### src/port_six_cfg.svh
/*
 * Register addresses, reset values and bit positions of the four-pin port.
 * Assumes a 20-bit register address and an 8-bit register data path.
 */
`ifndef PORT_SIX_CFG_SVH
`define PORT_SIX_CFG_SVH

// Register addresses
`define PIN_DIR_ADDR      20'hEE005
`define PIN_VAL_ADDR      20'hFFFD5

// Reset and hardware standby load value of both registers
`define PORT_RESET_VAL    8'h80

// Constant read values
`define DIR_READ_VAL      8'hFF
`define UNDEF_READ_VAL    4'h0
`define IDLE_READ_VAL     8'h00

// Bit positions
`define TOP_BIT           7
`define SPARE_HI          6
`define SPARE_LO          3
`define PIN_TWO_BIT       2
`define PIN_ONE_BIT       1
`define PIN_ZERO_BIT      0

`endif

### src/port_six_pkg.sv
/*
 * Types shared by the four-pin port and its surroundings.
 * Assumes the register map constants of port_six_cfg.svh.
 */
package port_six_pkg;

    // Register port request: one strobe at a time
    typedef struct packed {
        logic [19:0] addr;
        logic [7:0]  wdata;
        logic        wr;
        logic        rd;
    } reg_req_t;

    // Drive of the three bidirectional pins
    typedef struct packed {
        logic [2:0] out;
        logic [2:0] oe;
    } pin_drv_t;

endpackage

### src/four_pin_port.sv
/*
 * Four-pin general-purpose port with shared clock output, bus release and
 * wait functions: direction and value registers, pin multiplexing, read-back.
 * Assumes the register master, the bus controller and the power-down logic
 * run on mclk; the pads apply the enables and drive the clock image.
 */
// Overview of operation
// - The port has a top pin at bit 7 that is input or clock output, and three two-way pins 2..0.
// - Direction bit 7 is always one and ignores writes, and bits 7..3 never steer a pin.
// - The top pin drives the system clock while the clock stop bit is 0, else it is an input.
// - As ordinary pins, pins 2..0 drive their value bit when the direction bit is 1, else float.
// - The direction register is write-only and always reads as all ones.
// - Reset and hardware standby load the direction register with 80h; software standby keeps it.
// - In software standby a port pin with its direction bit at 1 keeps driving its level.
// - A pin acting as ordinary output drives the matching value register bit.
// - Value bit 7 ignores writes and reads 1 with the clock running, or the top pin level if stopped.
// - Value bits 6..3 reach no pin and read the stored value when the direction bit is 1, else 0.
// - Value bits 2..0 read the pin level when the direction bit is 0, else the stored value.
// - Reset and hardware standby load the value register with 80h; software standby keeps it.
// - With bus release enabled, pin two is the acknowledge output and pin one the request input.
`include "port_six_cfg.svh"
`timescale 1ns/100ps
`default_nettype none

module four_pin_port (
    input  wire logic                    mclk,
    input  wire logic                    rst,
    input  wire logic                    hw_standby,
    input  wire port_six_pkg::reg_req_t  reg_req,
    output logic [7:0]                   reg_rdata,
    input  wire logic                    clock_out_stop,
    input  wire logic                    bus_release_enable,
    input  wire logic                    wait_pin_enable,
    input  wire logic                    bus_ack_n,
    output logic                         bus_request_n,
    output logic                         wait_n,
    input  wire logic                    top_pin_in,
    output logic                         top_pin_clk_en,
    output logic                         top_pin_oe,
    input  wire logic [2:0]              pin_in,
    output port_six_pkg::pin_drv_t       pin_drv
);

    // ************************************************************
    // Pin synchronisers
    // ************************************************************
    logic [3:0] pin_meta_r;
    logic [3:0] pin_sync_r;
    logic       load_init;

    // Pins are asynchronous; only the second stage is ever looked at
    always_ff @(posedge mclk) begin
        if (rst) begin
            pin_meta_r <= 4'hF;
            pin_sync_r <= 4'hF;
        end else begin
            pin_meta_r <= {top_pin_in, pin_in};
            pin_sync_r <= pin_meta_r;
        end
    end

    assign load_init = rst | hw_standby;

    // ************************************************************
    // Register decode
    // ************************************************************
    logic dir_hit;
    logic val_hit;

    assign dir_hit = (reg_req.addr == `PIN_DIR_ADDR);
    assign val_hit = (reg_req.addr == `PIN_VAL_ADDR);

    // ************************************************************
    // Direction register
    // ************************************************************
    logic [6:0] dir_r;
    logic [7:0] dir_full;

    // Bit seven has no storage, so only the low seven bits of the load value are kept
    localparam logic [7:0] init_load_val = `PORT_RESET_VAL;

    // initial load on reset
    // Software standby has no input here: contents simply hold
    always_ff @(posedge mclk) begin
        if (load_init) begin
            dir_r <= init_load_val[6:0];
        end else if (reg_req.wr && dir_hit) begin
            dir_r <= reg_req.wdata[6:0];
        end
    end

    assign dir_full = {1'b1, dir_r};

    // ************************************************************
    // Value register
    // ************************************************************
    logic [6:0] val_r;

    // bit seven has no storage, writes to it vanish
    always_ff @(posedge mclk) begin
        if (load_init) begin
            val_r <= init_load_val[6:0];
        end else if (reg_req.wr && val_hit) begin
            val_r <= reg_req.wdata[6:0];
        end
    end

    // ************************************************************
    // Read-back
    // ************************************************************
    logic [7:0] val_read;
    logic [7:0] rdata_nxt;

    always_comb begin
        val_read = 8'h00;
        val_read[`TOP_BIT] = clock_out_stop ? pin_sync_r[3] : 1'b1;
        // spare bits, undefined read as zero
        for (int i = `SPARE_LO; i <= `SPARE_HI; i++) begin
            val_read[i] = dir_r[i] ? val_r[i] : 1'b0;
        end
        for (int i = `PIN_ZERO_BIT; i <= `PIN_TWO_BIT; i++) begin
            val_read[i] = dir_r[i] ? val_r[i] : pin_sync_r[i];
        end
    end

    always_comb begin
        rdata_nxt = `IDLE_READ_VAL;
        if (reg_req.rd) begin
            if (dir_hit) begin
                rdata_nxt = `DIR_READ_VAL;
            end else if (val_hit) begin
                rdata_nxt = val_read;
            end
        end
    end

    // Read data stand for exactly one cycle, zero otherwise
    always_ff @(posedge mclk) begin
        if (rst) begin
            reg_rdata <= `IDLE_READ_VAL;
        end else begin
            reg_rdata <= rdata_nxt;
        end
    end

    // ************************************************************
    // Pin multiplexing
    // ************************************************************
    port_six_pkg::pin_drv_t drv_nxt;

    always_comb begin
        drv_nxt.oe  = dir_r[2:0];
        drv_nxt.out = val_r[2:0];
        // bus release takes pins two and one
        if (bus_release_enable) begin
            drv_nxt.oe[`PIN_TWO_BIT]  = 1'b1;
            drv_nxt.out[`PIN_TWO_BIT] = bus_ack_n;
            drv_nxt.oe[`PIN_ONE_BIT]  = 1'b0;
            drv_nxt.out[`PIN_ONE_BIT] = 1'b0;
        end
        if (wait_pin_enable) begin
            drv_nxt.oe[`PIN_ZERO_BIT]  = 1'b0;
            drv_nxt.out[`PIN_ZERO_BIT] = 1'b0;
        end
    end

    // drive holds through software standby
    // One cycle of latency keeps every pin output glitch free
    always_ff @(posedge mclk) begin
        if (rst) begin
            pin_drv <= '0;
        end else begin
            pin_drv <= drv_nxt;
        end
    end

    // clock out unless stopped
    // The pad gates mclk with this enable; a flop cannot carry the clock
    always_ff @(posedge mclk) begin
        if (rst) begin
            top_pin_clk_en <= 1'b1;
            top_pin_oe     <= 1'b1;
        end else begin
            top_pin_clk_en <= ~clock_out_stop;
            top_pin_oe     <= ~clock_out_stop;
        end
    end

    // ************************************************************
    // Alternate function inputs
    // ************************************************************
    // request from pin one
    // wait from pin zero
    // Disabled functions report the inactive high level
    always_ff @(posedge mclk) begin
        if (rst) begin
            bus_request_n <= 1'b1;
            wait_n        <= 1'b1;
        end else begin
            bus_request_n <= bus_release_enable ? pin_sync_r[`PIN_ONE_BIT] : 1'b1;
            wait_n        <= wait_pin_enable ? pin_sync_r[`PIN_ZERO_BIT] : 1'b1;
        end
    end

    // ************************************************************
    // Assertions
    // ************************************************************
    AST_DIR_READ_ONES: assert property (
        @(posedge mclk) disable iff (rst)
        (reg_req.rd && dir_hit) |=> (reg_rdata == `DIR_READ_VAL))
    else $error("Direction register read did not return all ones");

    AST_DIR_BIT7_HIGH: assert property (
        @(posedge mclk) disable iff (rst)
        (reg_req.wr && dir_hit && !hw_standby) |=> (dir_full[`TOP_BIT] == 1'b1)
            && (dir_r == $past(reg_req.wdata[6:0])))
    else $error("Direction write stored wrongly or bit seven dropped");

    AST_INIT_LOAD: assert property (
        @(posedge mclk)
        (rst || hw_standby) |=> (dir_r == 7'h00) && (val_r == 7'h00))
    else $error("Registers not reloaded by reset or hardware standby");

    AST_VAL_WRITE: assert property (
        @(posedge mclk) disable iff (rst)
        (reg_req.wr && val_hit && !hw_standby) ##1 (reg_req.rd && val_hit && dir_r[5])
            |=> (reg_rdata[5] == $past(reg_req.wdata[5], 2)))
    else $error("Spare value bit did not read back written data");

    AST_TOP_READ: assert property (
        @(posedge mclk) disable iff (rst)
        (reg_req.rd && val_hit)
            |=> (reg_rdata[`TOP_BIT] == ($past(clock_out_stop) ? $past(pin_sync_r[3]) : 1'b1)))
    else $error("Top value bit read wrong");

    AST_SPARE_UNDEF: assert property (
        @(posedge mclk) disable iff (rst)
        (reg_req.rd && val_hit && !dir_r[4]) |=> (reg_rdata[4] == 1'b0))
    else $error("Spare bit with direction zero did not read as zero");

    AST_PIN_READ: assert property (
        @(posedge mclk) disable iff (rst)
        (reg_req.rd && val_hit && !dir_r[2]) |=> (reg_rdata[2] == $past(pin_sync_r[2])))
    else $error("Input pin level not returned on read");

    AST_IDLE_RDATA: assert property (
        @(posedge mclk) disable iff (rst)
        !reg_req.rd |=> (reg_rdata == `IDLE_READ_VAL))
    else $error("Read data stood beyond its cycle");

    AST_PORT_OUT: assert property (
        @(posedge mclk) disable iff (rst)
        (!bus_release_enable && dir_r[1])
            |=> pin_drv.oe[1] && (pin_drv.out[1] == $past(val_r[1])))
    else $error("Ordinary output pin not driving its value bit");

    AST_PORT_IN: assert property (
        @(posedge mclk) disable iff (rst)
        (!wait_pin_enable && !dir_r[0]) |=> !pin_drv.oe[0])
    else $error("Ordinary input pin is driven");

    AST_ACK_PIN: assert property (
        @(posedge mclk) disable iff (rst)
        bus_release_enable
            |=> pin_drv.oe[2] && !pin_drv.oe[1] && (pin_drv.out[2] == $past(bus_ack_n)))
    else $error("Bus release pins not taken by the alternate function");

    AST_REQ_FOLLOW: assert property (
        @(posedge mclk) disable iff (rst)
        !bus_release_enable |=> bus_request_n)
    else $error("Bus request active while release disabled");

    AST_WAIT_PIN: assert property (
        @(posedge mclk) disable iff (rst)
        wait_pin_enable |=> !pin_drv.oe[0] && (wait_n == $past(pin_sync_r[0])))
    else $error("Wait pin driven or wait level not passed on");

    AST_ALT_ONLY: assert property (
        @(posedge mclk) disable iff (rst)
        (bus_release_enable && dir_r[1]) |=> !pin_drv.oe[1])
    else $error("Direction bit reached a pin in alternate function");

    AST_CLK_OUT: assert property (
        @(posedge mclk) disable iff (rst)
        clock_out_stop |=> !top_pin_oe && !top_pin_clk_en)
    else $error("Top pin still drives clock while stopped");

    AST_HOLD_DRIVE: assert property (
        @(posedge mclk) disable iff (rst)
        ($stable(dir_r) && $stable(val_r) && !bus_release_enable && !wait_pin_enable)
            ##1 ($stable(dir_r) && $stable(val_r) && !bus_release_enable && !wait_pin_enable)
            |=> $stable(pin_drv))
    else $error("Pin drive changed with registers steady");

    AST_TOP_PIN_KIND: assert property (
        @(posedge mclk) disable iff (rst)
        !clock_out_stop |=> top_pin_oe)
    else $error("Top pin not driving clock while running");

    AST_VAL_INIT: assert property (
        @(posedge mclk) disable iff (rst)
        hw_standby |=> (val_r == 7'h00))
    else $error("Value register not cleared by hardware standby");

endmodule

`default_nettype wire

### config.mk
export PLATFORM = sky130hd
export DESIGN_NAME = four_pin_port
export DESIGN_NICKNAME = d
export VERILOG_FILES = /design/src/port_six_pkg.sv /design/src/four_pin_port.sv
export VERILOG_INCLUDE_DIRS = /design/src
export SDC_FILE = /design/constraint.sdc
export NUM_CORES = 1
export LEC_CHECK = 0
export CAP_MARGIN = 40
export CORE_MARGIN = 10
export CORE_UTILIZATION = 65
export DETAILED_ROUTE_END_ITERATION = 8
export DONT_BUFFER_PORTS = 1
export PLACE_DENSITY_LB_ADDON = 0.3
export SYNTH_ARGS = -nofsm -noshare
export SYNTH_HDL_FRONTEND = slang
export SYNTH_SLANG_ARGS = --single-unit
### constraint.sdc
create_clock -name mclk -period 2.8 [get_ports mclk]
set_input_delay 0.42 -clock mclk [delete_from_list [all_inputs] [get_ports mclk]]
set_output_delay 0.42 -clock mclk [all_outputs]
set_load 0.005 [all_outputs]
# Word level (Yosys, flattened, before mapping)
# Cells that the tools add are included.
# classes
n_eq_ne	2
n_mux	12
bitwise_logic	5
reduce_logical	7
# ops
operator	count
$eq 20x20->1 const B	2
$mux 8	2
$reduce_or 2->1	5
$mux 1	8
$mux 2	2
$not 1->1	4
$logic_and 1x1->1	2
$or 1x1->1	1
# word_totals
reg_bits	39
in_bits	41
output_inout_bits	18
elab_cells	40

# Longest topological paths before layout
# Gate-level depths: netlist of the first run.
# logic_depth
depth_word	3
depth_mapped	6
ltp_nobuf	4

# Least setup slack after synthesis of the first run
# No wires, ideal clock.
# synth_timing
kind	input port to flip-flop
from	input reg_req[13] (netlist name)
to	register val_r[4]
setup_ns	0.132
t_arrival_ns	1.229
t_required_ns	2.668
slack_ns	1.439
cell_stages	5
n_path_buf	1
cell_sequence	and4b_1 -> nand4_1 -> clkbuf_1 -> o21ai_0 -> a21oi_1
# synth_between
elab_chain_cells	2
# synth_rtl
element	line_no	source
start, declared	four_pin_port.sv:29	input wire port_six_pkg::reg_req_t reg_req,
$eq 20x20->1 (no source line)	n/a	
$logic_and 1x1->1	four_pin_port.sv:103	end else if (reg_req.wr && val_hit) begin
end signal, assigned	four_pin_port.sv:102	val_r <= init_load_val[6:0];
end signal, assigned	four_pin_port.sv:104	val_r <= reg_req.wdata[6:0];
end, declared	four_pin_port.sv:97	logic [6:0] val_r;
# Every way passes these cells.
# A chain may end at the register's enable or synchronous reset.

# Worst setup path in the final report of the first run
# layout_timing
from	input reg_req[13] (netlist name)
to	register dir_r[5]
# layout_between
elab_chain_cells	2
# layout_rtl
element	line_no	source
$eq 20x20->1 (no source line)	n/a	
$logic_and 1x1->1	four_pin_port.sv:87	end else if (reg_req.wr && dir_hit) begin
end signal, assigned	four_pin_port.sv:86	dir_r <= init_load_val[6:0];
end signal, assigned	four_pin_port.sv:88	dir_r <= reg_req.wdata[6:0];
end, declared	four_pin_port.sv:76	logic [6:0] dir_r;
# Every way passes these cells.

==> results of run 1 <==
[stage by stage]
| stage | area [µm²] | hold WS (ns) |
|---|---|---|
| 2_1_floorplan | 1485 | 0.3895 |
| 3_3_place_gp | 1434 | 0.3914 |
| 3_5_place_dp | 1434 | 0.3943 |
| 4_1_cts | 1535 | 0.1169 |
| 5_1_grt | 1535 | 0.1064 |
| 6_report | 1535 | 0.1292 |
[cell usage in the layout (no fill, tap or decap), types with 2 or more instances in the layout]
cell and count:
o21ai_0 14, clkbuf_4 5, nand3_1 20, and4_1 2
bufinv_16 2, nor2_1 6, a21oi_1 22, mux2_2 3
dfxtp_1 39, nand4_1 5, or2_2 9, nand2_1 3
nand2b_1 3, nor3b_1 4
[path summary, 6_finish.rpt]
path              startpoint             to  slack (ns)  cells past startpoint
max reg2reg         dir_r[2]   reg_rdata[2]        1.79                      3
min          wait_pin_enable         wait_n        0.13                      1
min reg2reg    pin_meta_r[0]  pin_sync_r[0]        0.42                      1
max              reg_req[13]       dir_r[5]        1.50                      4
[logic make-up after synthesis]
family,synth area share [%]
and+or+nand+nor,26.54
buffers and inverters,5.812
muxes,2.948
DFF,52.57
AOI/OAI and AO/OA,12.13
[state kept, by name, indices dropped and copies added (netlist names)]
register	cells
val_r	7
top_pin_oe	1
pin_sync_r	4
pin_drv	6
bus_request_n	1
reg_rdata	8
wait_n	1
pin_meta_r	4
dir_r	7
[routing by layer]
layer	share of wire, %	track usage [%]
met3	15	10.41
met4	1.3	5.276
met2	48	26.06
met5	0	0
met1	36	15.87
[power by group]
group | internal (W) | switching (W) | total (W)
clock | 0.000279 | 0.000181 | 0.000460
sequential | 0.000562 | 0.00000307 | 0.000566
combinational | 0.0000112 | 0.0000111 | 0.0000224
total | 0.000852 | 0.000196 | 0.00105
[layout make-up]
type	count	area (µm²)	area share, %
Sequential cell	39	780.7	50.86
Clock inverter	2	60.06	3.912
Tap cell	28	35.03	2.282
Clock buffer	6	41.29	2.689
Multi-Input combinational cell	102	618.1	40.26
[critical path: stages]
cell and delay [ns]:
and4b_1 0.26, nand4_1 0.40, o21ai_0 0.36, a21oi_1 0.10
==> summary.md, run 1 <==
| Metric | Value |
|---|---|
| Status | `finished clean` |
| Slew @ Worst Pin | `0.5642 ns` |
| Unique masters post-synth | `29` |
| CP Data Arrival Time | `1.54 ns` |
| Synth area leaders | `dfxtp_1, a21oi_1, nand3_1, o21ai_0, or2_2` |
| Vias in the first global route | `around 1200` |
| # port buffers | `0` |
| Sequential fraction of the synthesis area | `52.57%` |
| Worst slack, placed | `1.127 ns` |
| Fin. Hold Viols | `0` |
| Routed len/inst | `19.85 µm` |
| CTS root buffer | `clkbuf_4` |
| Clock sink total | `39` |
| Leak | `0.5027 nW` |
| Layout cell share with drive strength beyond 1 | `approximately 17%` |
| MaxCap Viol Count | `0` |
| Residual DRC | `0` |
| Nets | `189` |
| CTS Hold Bufs | `0` |
| Period utilization | `46.38%` |
| First-pass GRT wire length | `5492 µm` |
| Global Route Usage Sum | `15.79%` |
| CP Max Fanout | `14` |
| Number of synthesized register bits | `39` |
| Yosys warns | `0` |
| Min-Delay Path Class | `in -> reg` |
| CORE AREA | `approximately 2200 µm²` |
| Finished Layout Cells | `177` |
| Initial DRT Pass Iterations | `4` |
| Hpwl dp | `2535 µm` |
| Clock Latency Late Sink | `about 0.35 ns` |
| Post-synth ARST share | `0%` |
| Min cycle time layout | `1.299 ns` |
| Largest net degree at the start of global routing | `20` |
| Area of the mapped netlist | `1485 µm²` |
| Crit. End Element | `flop` |
| Setup CP Type | `in -> reg` |
| Final Worst Setup Slack | `approximately 1.5 ns` |
| Slew margin rel. | `between 60% and 70%` |
| Post-CTS Setup Bufs | `0` |
| Post-Place Cells | `169` |
| Initial antenna violation count | `0` |
| # rows | `17` |
| Reg clk slew, reported paths | `between 0.1 and 0.15 ns` |
| Slew Limit Fails | `0` |
| RSZ-0062 raised after global routing | `no` |
| Synth area leader | `dfxtp_1` |
| Area growth, synth to finish | `3.370%` |
| Most instantiated library cell after synthesis | `dfxtp_1` |
| Clock buffer depth | `2` |
| Fmax | `770.0 MHz` |
| Remaining global-route overflow | `0` |
| Post-cts resize count | `0` |
| Power Dens Cells | `between 600 and 700 nW/µm²` |
| Maximum vdd ir drop | `461.6 µV` |
| DIE AREA | `4597 µm²` |
| CTS buffer count | `5` |
| Vias per cell | `6.294` |
| Mean post-synth cell area | `9.707 µm²` |
| Drt initial violations | `56` |
| Routability Congestion | `just under 0.8` |
| Antenna diode count | `0` |
| Final setup fails | `0` |
| CTS tree | `done` |
| Commonest cells post-synth | `dfxtp_1, a21oi_1, nand3_1` |
| Antenna Nets Post-Route | `0` |
| CP required | `3.04 ns` |
| Cell count after synthesis | `153` |
| Initial Util | `67.79%` |
| Via count | `1114` |
| Die width | `67.80 µm` |
| Setup TNS | `0 ns` |
| # IOs | `59` |
| Final Util | `70.07%` |
| Clock Skews | `slightly above 0.006 ns` |
| Share of the synthesized area in the top cell type | `52.57%` |
| Die Height | `67.80 µm` |
| Power Total | `0.001048 W` |
| WL final | `3513 µm` |
| Worst setup SP type | `input port` |
| H-tree levels | `2` |
| Main synth FF type | `dfxtp_1` |
| Syn Nets | `194` |
| Post-synth EDFFs | `0` |
| Fillcell total | `166` |
No activity file was read; power rests on OpenSTA's default activity.
==> run 2, diff against run 1 <==
Settings changed: CORE_UTILIZATION 65 to 60.
Clock period 2.8 ns to 1.28 ns, I/O delays scaled along.
==> summary.md, run 2 (synthesis gave the netlist of run 1 again) <==
| Metric | Value |
|---|---|
| Status | `finished clean (unchanged)` |
| CP Max Fanout | `4 (was 14)` |
| Die Height | `69.75 µm (was 67.80 µm)` |
| CTS root buffer | `clkbuf_4 (unchanged)` |
| Worst setup SP type | `input port (unchanged)` |
| Most common cell after layout, fill and taps aside | `dfxtp_1 (unchanged)` |
| Area growth, synth to finish | `14.07% (was 3.370%)` |
| Remaining global-route overflow | `0 (unchanged)` |
| Global Route Usage Sum | `15.02% (was 15.79%)` |
| CTS buffer count | `5 (unchanged)` |
| RSZ-0062 raised after global routing | `no (unchanged)` |
| # port buffers | `0 (unchanged)` |
| Clock Skews | `0.002200 ns (was 0.006079 ns)` |
| Crit. End Element | `flop (unchanged)` |
| CP required | `1.57 ns (was 3.04 ns)` |
| Most frequent cells in the layout | `dfxtp_1, a21oi_1, nand3_1 (unchanged)` |
| Fin. Hold Viols | `0 (unchanged)` |
| Antenna diode count | `0 (unchanged)` |
| Top reg by flops | `reg_rdata (unchanged)` |
| Nets | `209 (was 189)` |
| Clock sink total | `39 (unchanged)` |
| Setup CP Type | `in -> reg (unchanged)` |
| Vias in the first global route | `1215 (was 1159)` |
| Layout cell share with drive strength beyond 1 | `17.16% (was 17.45%)` |
| Fillcell total | `154 (was 166)` |
| Largest registers | `reg_rdata x8, dir_r x7, val_r x7 (unchanged)` |
| Post-DP Area | `1469 µm² (was 1434 µm²)` |
| CP Data Arrival Time | `1.53 ns (was 1.54 ns)` |
| Slew @ Worst Pin | `0.4202 ns (was 0.5642 ns)` |
| # IOs | `59 (unchanged)` |
| Min cycle time layout | `1.233 ns` |
| Min-Delay Path Class | `in -> reg (unchanged)` |
| CTS tree | `done (unchanged)` |
| Slew margin rel. | `71.90% (was 62.27%)` |
| MaxCap Viol Count | `0 (unchanged)` |
| Power Total | `0.001917 W (was 0.001048 W)` |
| Leak | `0.5696 nW (was 0.5027 nW)` |
| Slew Limit Fails | `0 (unchanged)` |
| # rows | `17 (unchanged)` |
| Clock buffer depth | `2 (unchanged)` |
| CORE AREA | `2276 µm² (was 2191 µm²)` |
| Initial antenna violation count | `0 (unchanged)` |
| Maximum vdd ir drop | `852.7 µV (was 461.6 µV)` |
| Power Dens Cells | `1132 nW/µm² (was 682.5 nW/µm²)` |
| Post-CTS Setup Bufs | `0 (unchanged)` |
| WL final | `3621 µm (was 3513 µm)` |
| Min Hold Slack | `0.01220 ns (was 0.1292 ns)` |
| Residual DRC | `0 (unchanged)` |
| Initial Util | `65.26% (was 67.79%)` |
| Clock Latency Late Sink | `0.34 ns (was 0.35 ns)` |
| Hpwl dp | `2539 µm (was 2535 µm)` |
| Setup TNS | `0 ns (unchanged)` |
| DIE AREA | `4865 µm² (was 4597 µm²)` |
| R2R setup slack | `0.10 ns (was 1.79 ns)` |
| Reg clk slew, reported paths | `0.10 ns (was 0.11 ns)` |
| Final setup fails | `0 (unchanged)` |
| First-pass GRT wire length | `5982 µm (was 5492 µm)` |
| Routed len/inst | `18.38 µm (was 19.85 µm)` |
| Max reg flops | `8 (unchanged)` |
| Die width | `69.75 µm (was 67.80 µm)` |
| Initial DRT Pass Iterations | `4 (unchanged)` |
| Via count | `1218 (was 1114)` |
| Multi-input logic area | `623.1 µm² (was 618.1 µm²)` |
| Vias per cell | `6.183 (was 6.294)` |
| Routability Congestion | `0.6888 (was 0.7829)` |
| Cell area after layout | `1694 µm² (was 1535 µm²)` |
| Largest net degree at the start of global routing | `16 (was 20)` |
| Fmax | `810.9 MHz` |
| Antenna Nets Post-Route | `0 (unchanged)` |
| H-tree levels | `2 (unchanged)` |
| Drt initial violations | `71 (was 56)` |
| Final Util | `74.44% (was 70.07%)` |
| Register area | `780.7 µm² (unchanged)` |
| Period utilization | `96.34%` |
[run 2: area by class of cell]
| class | instances | share of cell area, % |
|---|---|---|
| clock buffers | 7 | 2.659 |
| clock inverters | 1 | 0.2954 |
| flip-flops and latches | 39 | 46.09 |
| well taps | 28 | 2.068 |
| repair buffers | 20 | 12.11 |
| multi-input cells | 102 | 36.78 |
[run 2: worst max-delay path, stage by stage]
cell	delay, ns
dlygate4sd3_1	0.60
nor3b_2	0.17
dlygate4sd3_1	0.56
[run 2: timing repair]
action,CTS,global route
resized for setup,0,1
hold buffers,17,0
endpoints found under the setup margin,0,1
hold endpoints to repair,28,0
[run 2: path summary, 6_finish.rpt]
path / cells past startpoint / endpoint / startpoint
worst max register to register: 3 / wait_n / pin_sync_r[0]
worst min register to register: 1 / pin_sync_r[2] / pin_meta_r[2]
worst max-delay path: 3 / pin_drv[1] / bus_release_enable
worst min-delay path: 2 / dir_r[0] / reg_req[2]
[run 2: layer usage]
metal  vias up  share of wire [%]  track usage [%]
met5         -                  0                0
met4         0                1.6            6.957
met3         5                 13            8.987
met2        64                 48            22.88
met1       577                 37            16.22
li1        572                  -                -
[run 2: power by group]
part / switching (W) / leakage, nW / total [W] / internal [W]
clock: 0.000370 / 0.0293 / 0.000584 / 0.000214
combinational: 0.0000408 / 0.223 / 0.0000965 / 0.0000557
sequential: 0.00000637 / 0.317 / 0.00124 / 0.00123
total: 0.000418 / 0.570 / 0.00192 / 0.00150
[run 2: metrics by stage]
stage | worst slack [ns] | cells
6_report | 0.04685 | 197
5_1_grt | 0.01953 | 197
4_1_cts | 0.07052 | 197
3_5_place_dp | -0.008451 | 172
3_3_place_gp | 0.04001 | 172
2_1_floorplan | 0.1469 | 153
==> run 3, diff against run 2 <==
Settings changed: CORE_UTILIZATION 60 to 48.
==> summary.md, run 3 (synthesis gave the netlist of run 1 again) <==
| Metric | Value |
|---|---|
| Status | `finished clean (unchanged)` |
| Sequential Power Share | `64.0% (was 64.5%)` |
| Remaining global-route overflow | `0 (unchanged)` |
| Largest registers | `reg_rdata x8, dir_r x7, val_r x7 (unchanged)` |
| # IOs | `59 (unchanged)` |
| Vias in the first global route | `1247 (was 1215)` |
| Initial Util | `49.46% (was 65.26%)` |
| Clock sink total | `39 (unchanged)` |
| Maximum vdd ir drop | `783.6 µV (was 852.7 µV)` |
| Initial antenna violation count | `0 (unchanged)` |
| Worst hold start | `reg_req[7] (was reg_req[2])` |
| Most common cell after layout, fill and taps aside | `dfxtp_1 (unchanged)` |
| Final setup fails | `0 (unchanged)` |
| First-pass GRT wire length | `5658 µm (was 5982 µm)` |
| Reg clk slew, reported paths | `0.11 ns (was 0.10 ns)` |
| CP Data Arrival Time | `1.51 ns (was 1.53 ns)` |
| Routability Congestion | `0.7847 (was 0.6888)` |
| # port buffers | `0 (unchanged)` |
| Setup CP Type | `in -> reg (unchanged)` |
| CTS buffer count | `5 (unchanged)` |
| Residual DRC | `0 (unchanged)` |
| Hold Crit Depth | `2 (unchanged)` |
| CP required | `1.57 ns (about the same)` |
| Nets | `210 (was 209)` |
| Period utilization | `94.83% (was 96.34%)` |
| RSZ-0062 raised after global routing | `no (unchanged)` |
| Post-CTS Setup Bufs | `0 (unchanged)` |
| Area growth, synth to finish | `15.08% (was 14.07%)` |
| Post-DP Area | `1475 µm² (was 1469 µm²)` |
| Max reg flops | `8 (unchanged)` |
| Die width | `75.63 µm (was 69.75 µm)` |
| DIE AREA | `5719 µm² (was 4865 µm²)` |
| Power Dens Cells | `1131 nW/µm² (was 1132 nW/µm²)` |
| Setup TNS | `0 ns (unchanged)` |
| Worst setup SP type | `input port (unchanged)` |
| Die Height | `75.63 µm (was 69.75 µm)` |
| FF-to-FF Start | `dir_r[0] (was pin_sync_r[0])` |
| Min Hold Slack | `0.009024 ns (was 0.01220 ns)` |
| Clock buffer depth | `2 (unchanged)` |
| CORE AREA | `3003 µm² (was 2276 µm²)` |
| Drt initial violations | `57 (was 71)` |
| Crit. End Element | `flop (unchanged)` |
| Vias per cell | `5.749 (was 6.183)` |
| Hpwl dp | `2517 µm (was 2539 µm)` |
| CP Max Fanout | `3 (was 4)` |
| H-tree levels | `2 (unchanged)` |
| # rows | `20 (was 17)` |
| Clock Latency Late Sink | `0.33 ns (was 0.34 ns)` |
| Power Total | `0.001933 W (was 0.001917 W)` |
| Antenna diode count | `0 (unchanged)` |
| Net switching power | `0.0004313 W (was 0.0004175 W)` |
| Antenna Nets Post-Route | `0 (unchanged)` |
| Via count | `1167 (was 1218)` |
| Most frequent cells in the layout | `dfxtp_1, a21oi_1, nand3_1 (unchanged)` |
| Pint | `0.001501 W (was 0.001500 W)` |
| Slew margin rel. | `67.59% (was 71.90%)` |
| Routed len/inst | `17.05 µm (was 18.38 µm)` |
| Initial DRT Pass Iterations | `4 (unchanged)` |
| Largest net degree at the start of global routing | `17 (was 16)` |
| Final Util | `56.92% (was 74.44%)` |
| Switching share of power | `22.32% (was 21.78%)` |
| Min cycle time layout | `1.214 ns (was 1.233 ns)` |
| Leak | `0.5742 nW (was 0.5696 nW)` |
| Cell area after layout | `1709 µm² (was 1694 µm²)` |
| Global Route Usage Sum | `12.81% (was 15.02%)` |
| Fin. Hold Viols | `0 (unchanged)` |
| Slew @ Worst Pin | `0.4845 ns (was 0.4202 ns)` |
| CTS tree | `done (unchanged)` |
| Layout cell share with drive strength beyond 1 | `17.06% (was 17.16%)` |
| Fmax | `823.8 MHz (was 810.9 MHz)` |
| Clock power share | `30.8% (was 30.5%)` |
| Min-Delay Path Class | `in -> reg (unchanged)` |
| CTS root buffer | `clkbuf_4 (unchanged)` |
| Crit path launch | `wait_pin_enable (was bus_release_enable)` |
| CTS Hold Bufs | `16 (was 17)` |
| WL final | `3462 µm (was 3621 µm)` |
| Post-cts resize count | `0 (unchanged)` |
| Combinational Power Share | `5.3% (was 5.0%)` |
| Slew Limit Fails | `0 (unchanged)` |
| Clock Skews | `0.004595 ns (was 0.002200 ns)` |
| MaxCap Viol Count | `0 (unchanged)` |
| Top reg by flops | `reg_rdata (unchanged)` |
| R2R setup slack | `0.11 ns (was 0.10 ns)` |
| Path depth of the worst reg2reg path | `2 (was 3)` |
-- run 3: cell count changes in the layout (fill, tap and decap cells not counted) --
cell	before	now
dlygate4sd3_1	17	18
nor3b_2	1	0
clkinvlp_4	0	1
clkbuf_1	2	1
nor3b_1	3	4
-- run 3: power by group through the flow --
stage                     combinational (W)  sequential [W]  clock [W]
after CTS                         0.0000956         0.00124   0.000610
final                              0.000102         0.00124   0.000595
after global routing               0.000112         0.00124   0.000675
after floorplan                   0.0000533         0.00126          0
after detailed placement          0.0000481         0.00126          0
after global placement            0.0000463         0.00126          0
-- run 3: critical path: stages --
cell and delay, ns:
dlygate4sd3_1 0.58, nor3b_1 0.18, dlygate4sd3_1 0.56
-- run 3: layout make-up --
class / instances / area (µm²)
clock buffer: 6 / 41.29
multi-input combinational: 102 / 618.1
sequential: 39 / 780.7
clock inverter: 2 / 12.51
tap: 33 / 41.29
fill: 267 / 1294
timing repair buffer: 21 / 215.2
-- run 3: worst paths after layout --
path / to
max reg2reg: pin_drv[0]
min reg2reg: pin_sync_r[0]
max: pin_drv[0]
min: dir_r[5]
-- run 3: metal layers --
layer	track usage, %	up-vias	routed length (µm)
met4	5.773	0	66
met1	14.33	528	1435
met3	5.729	10	347
met5	0	-	0
met2	20.49	52	1612
li1	-	577	-
-- run 3: metrics by stage --
stage          cells  worst slack [ns]
2_1_floorplan    153            0.1469
3_3_place_gp     177           0.03680
3_5_place_dp     177          0.006992
4_1_cts          201           0.09618
5_1_grt          203          0.003076
6_report         203           0.06615
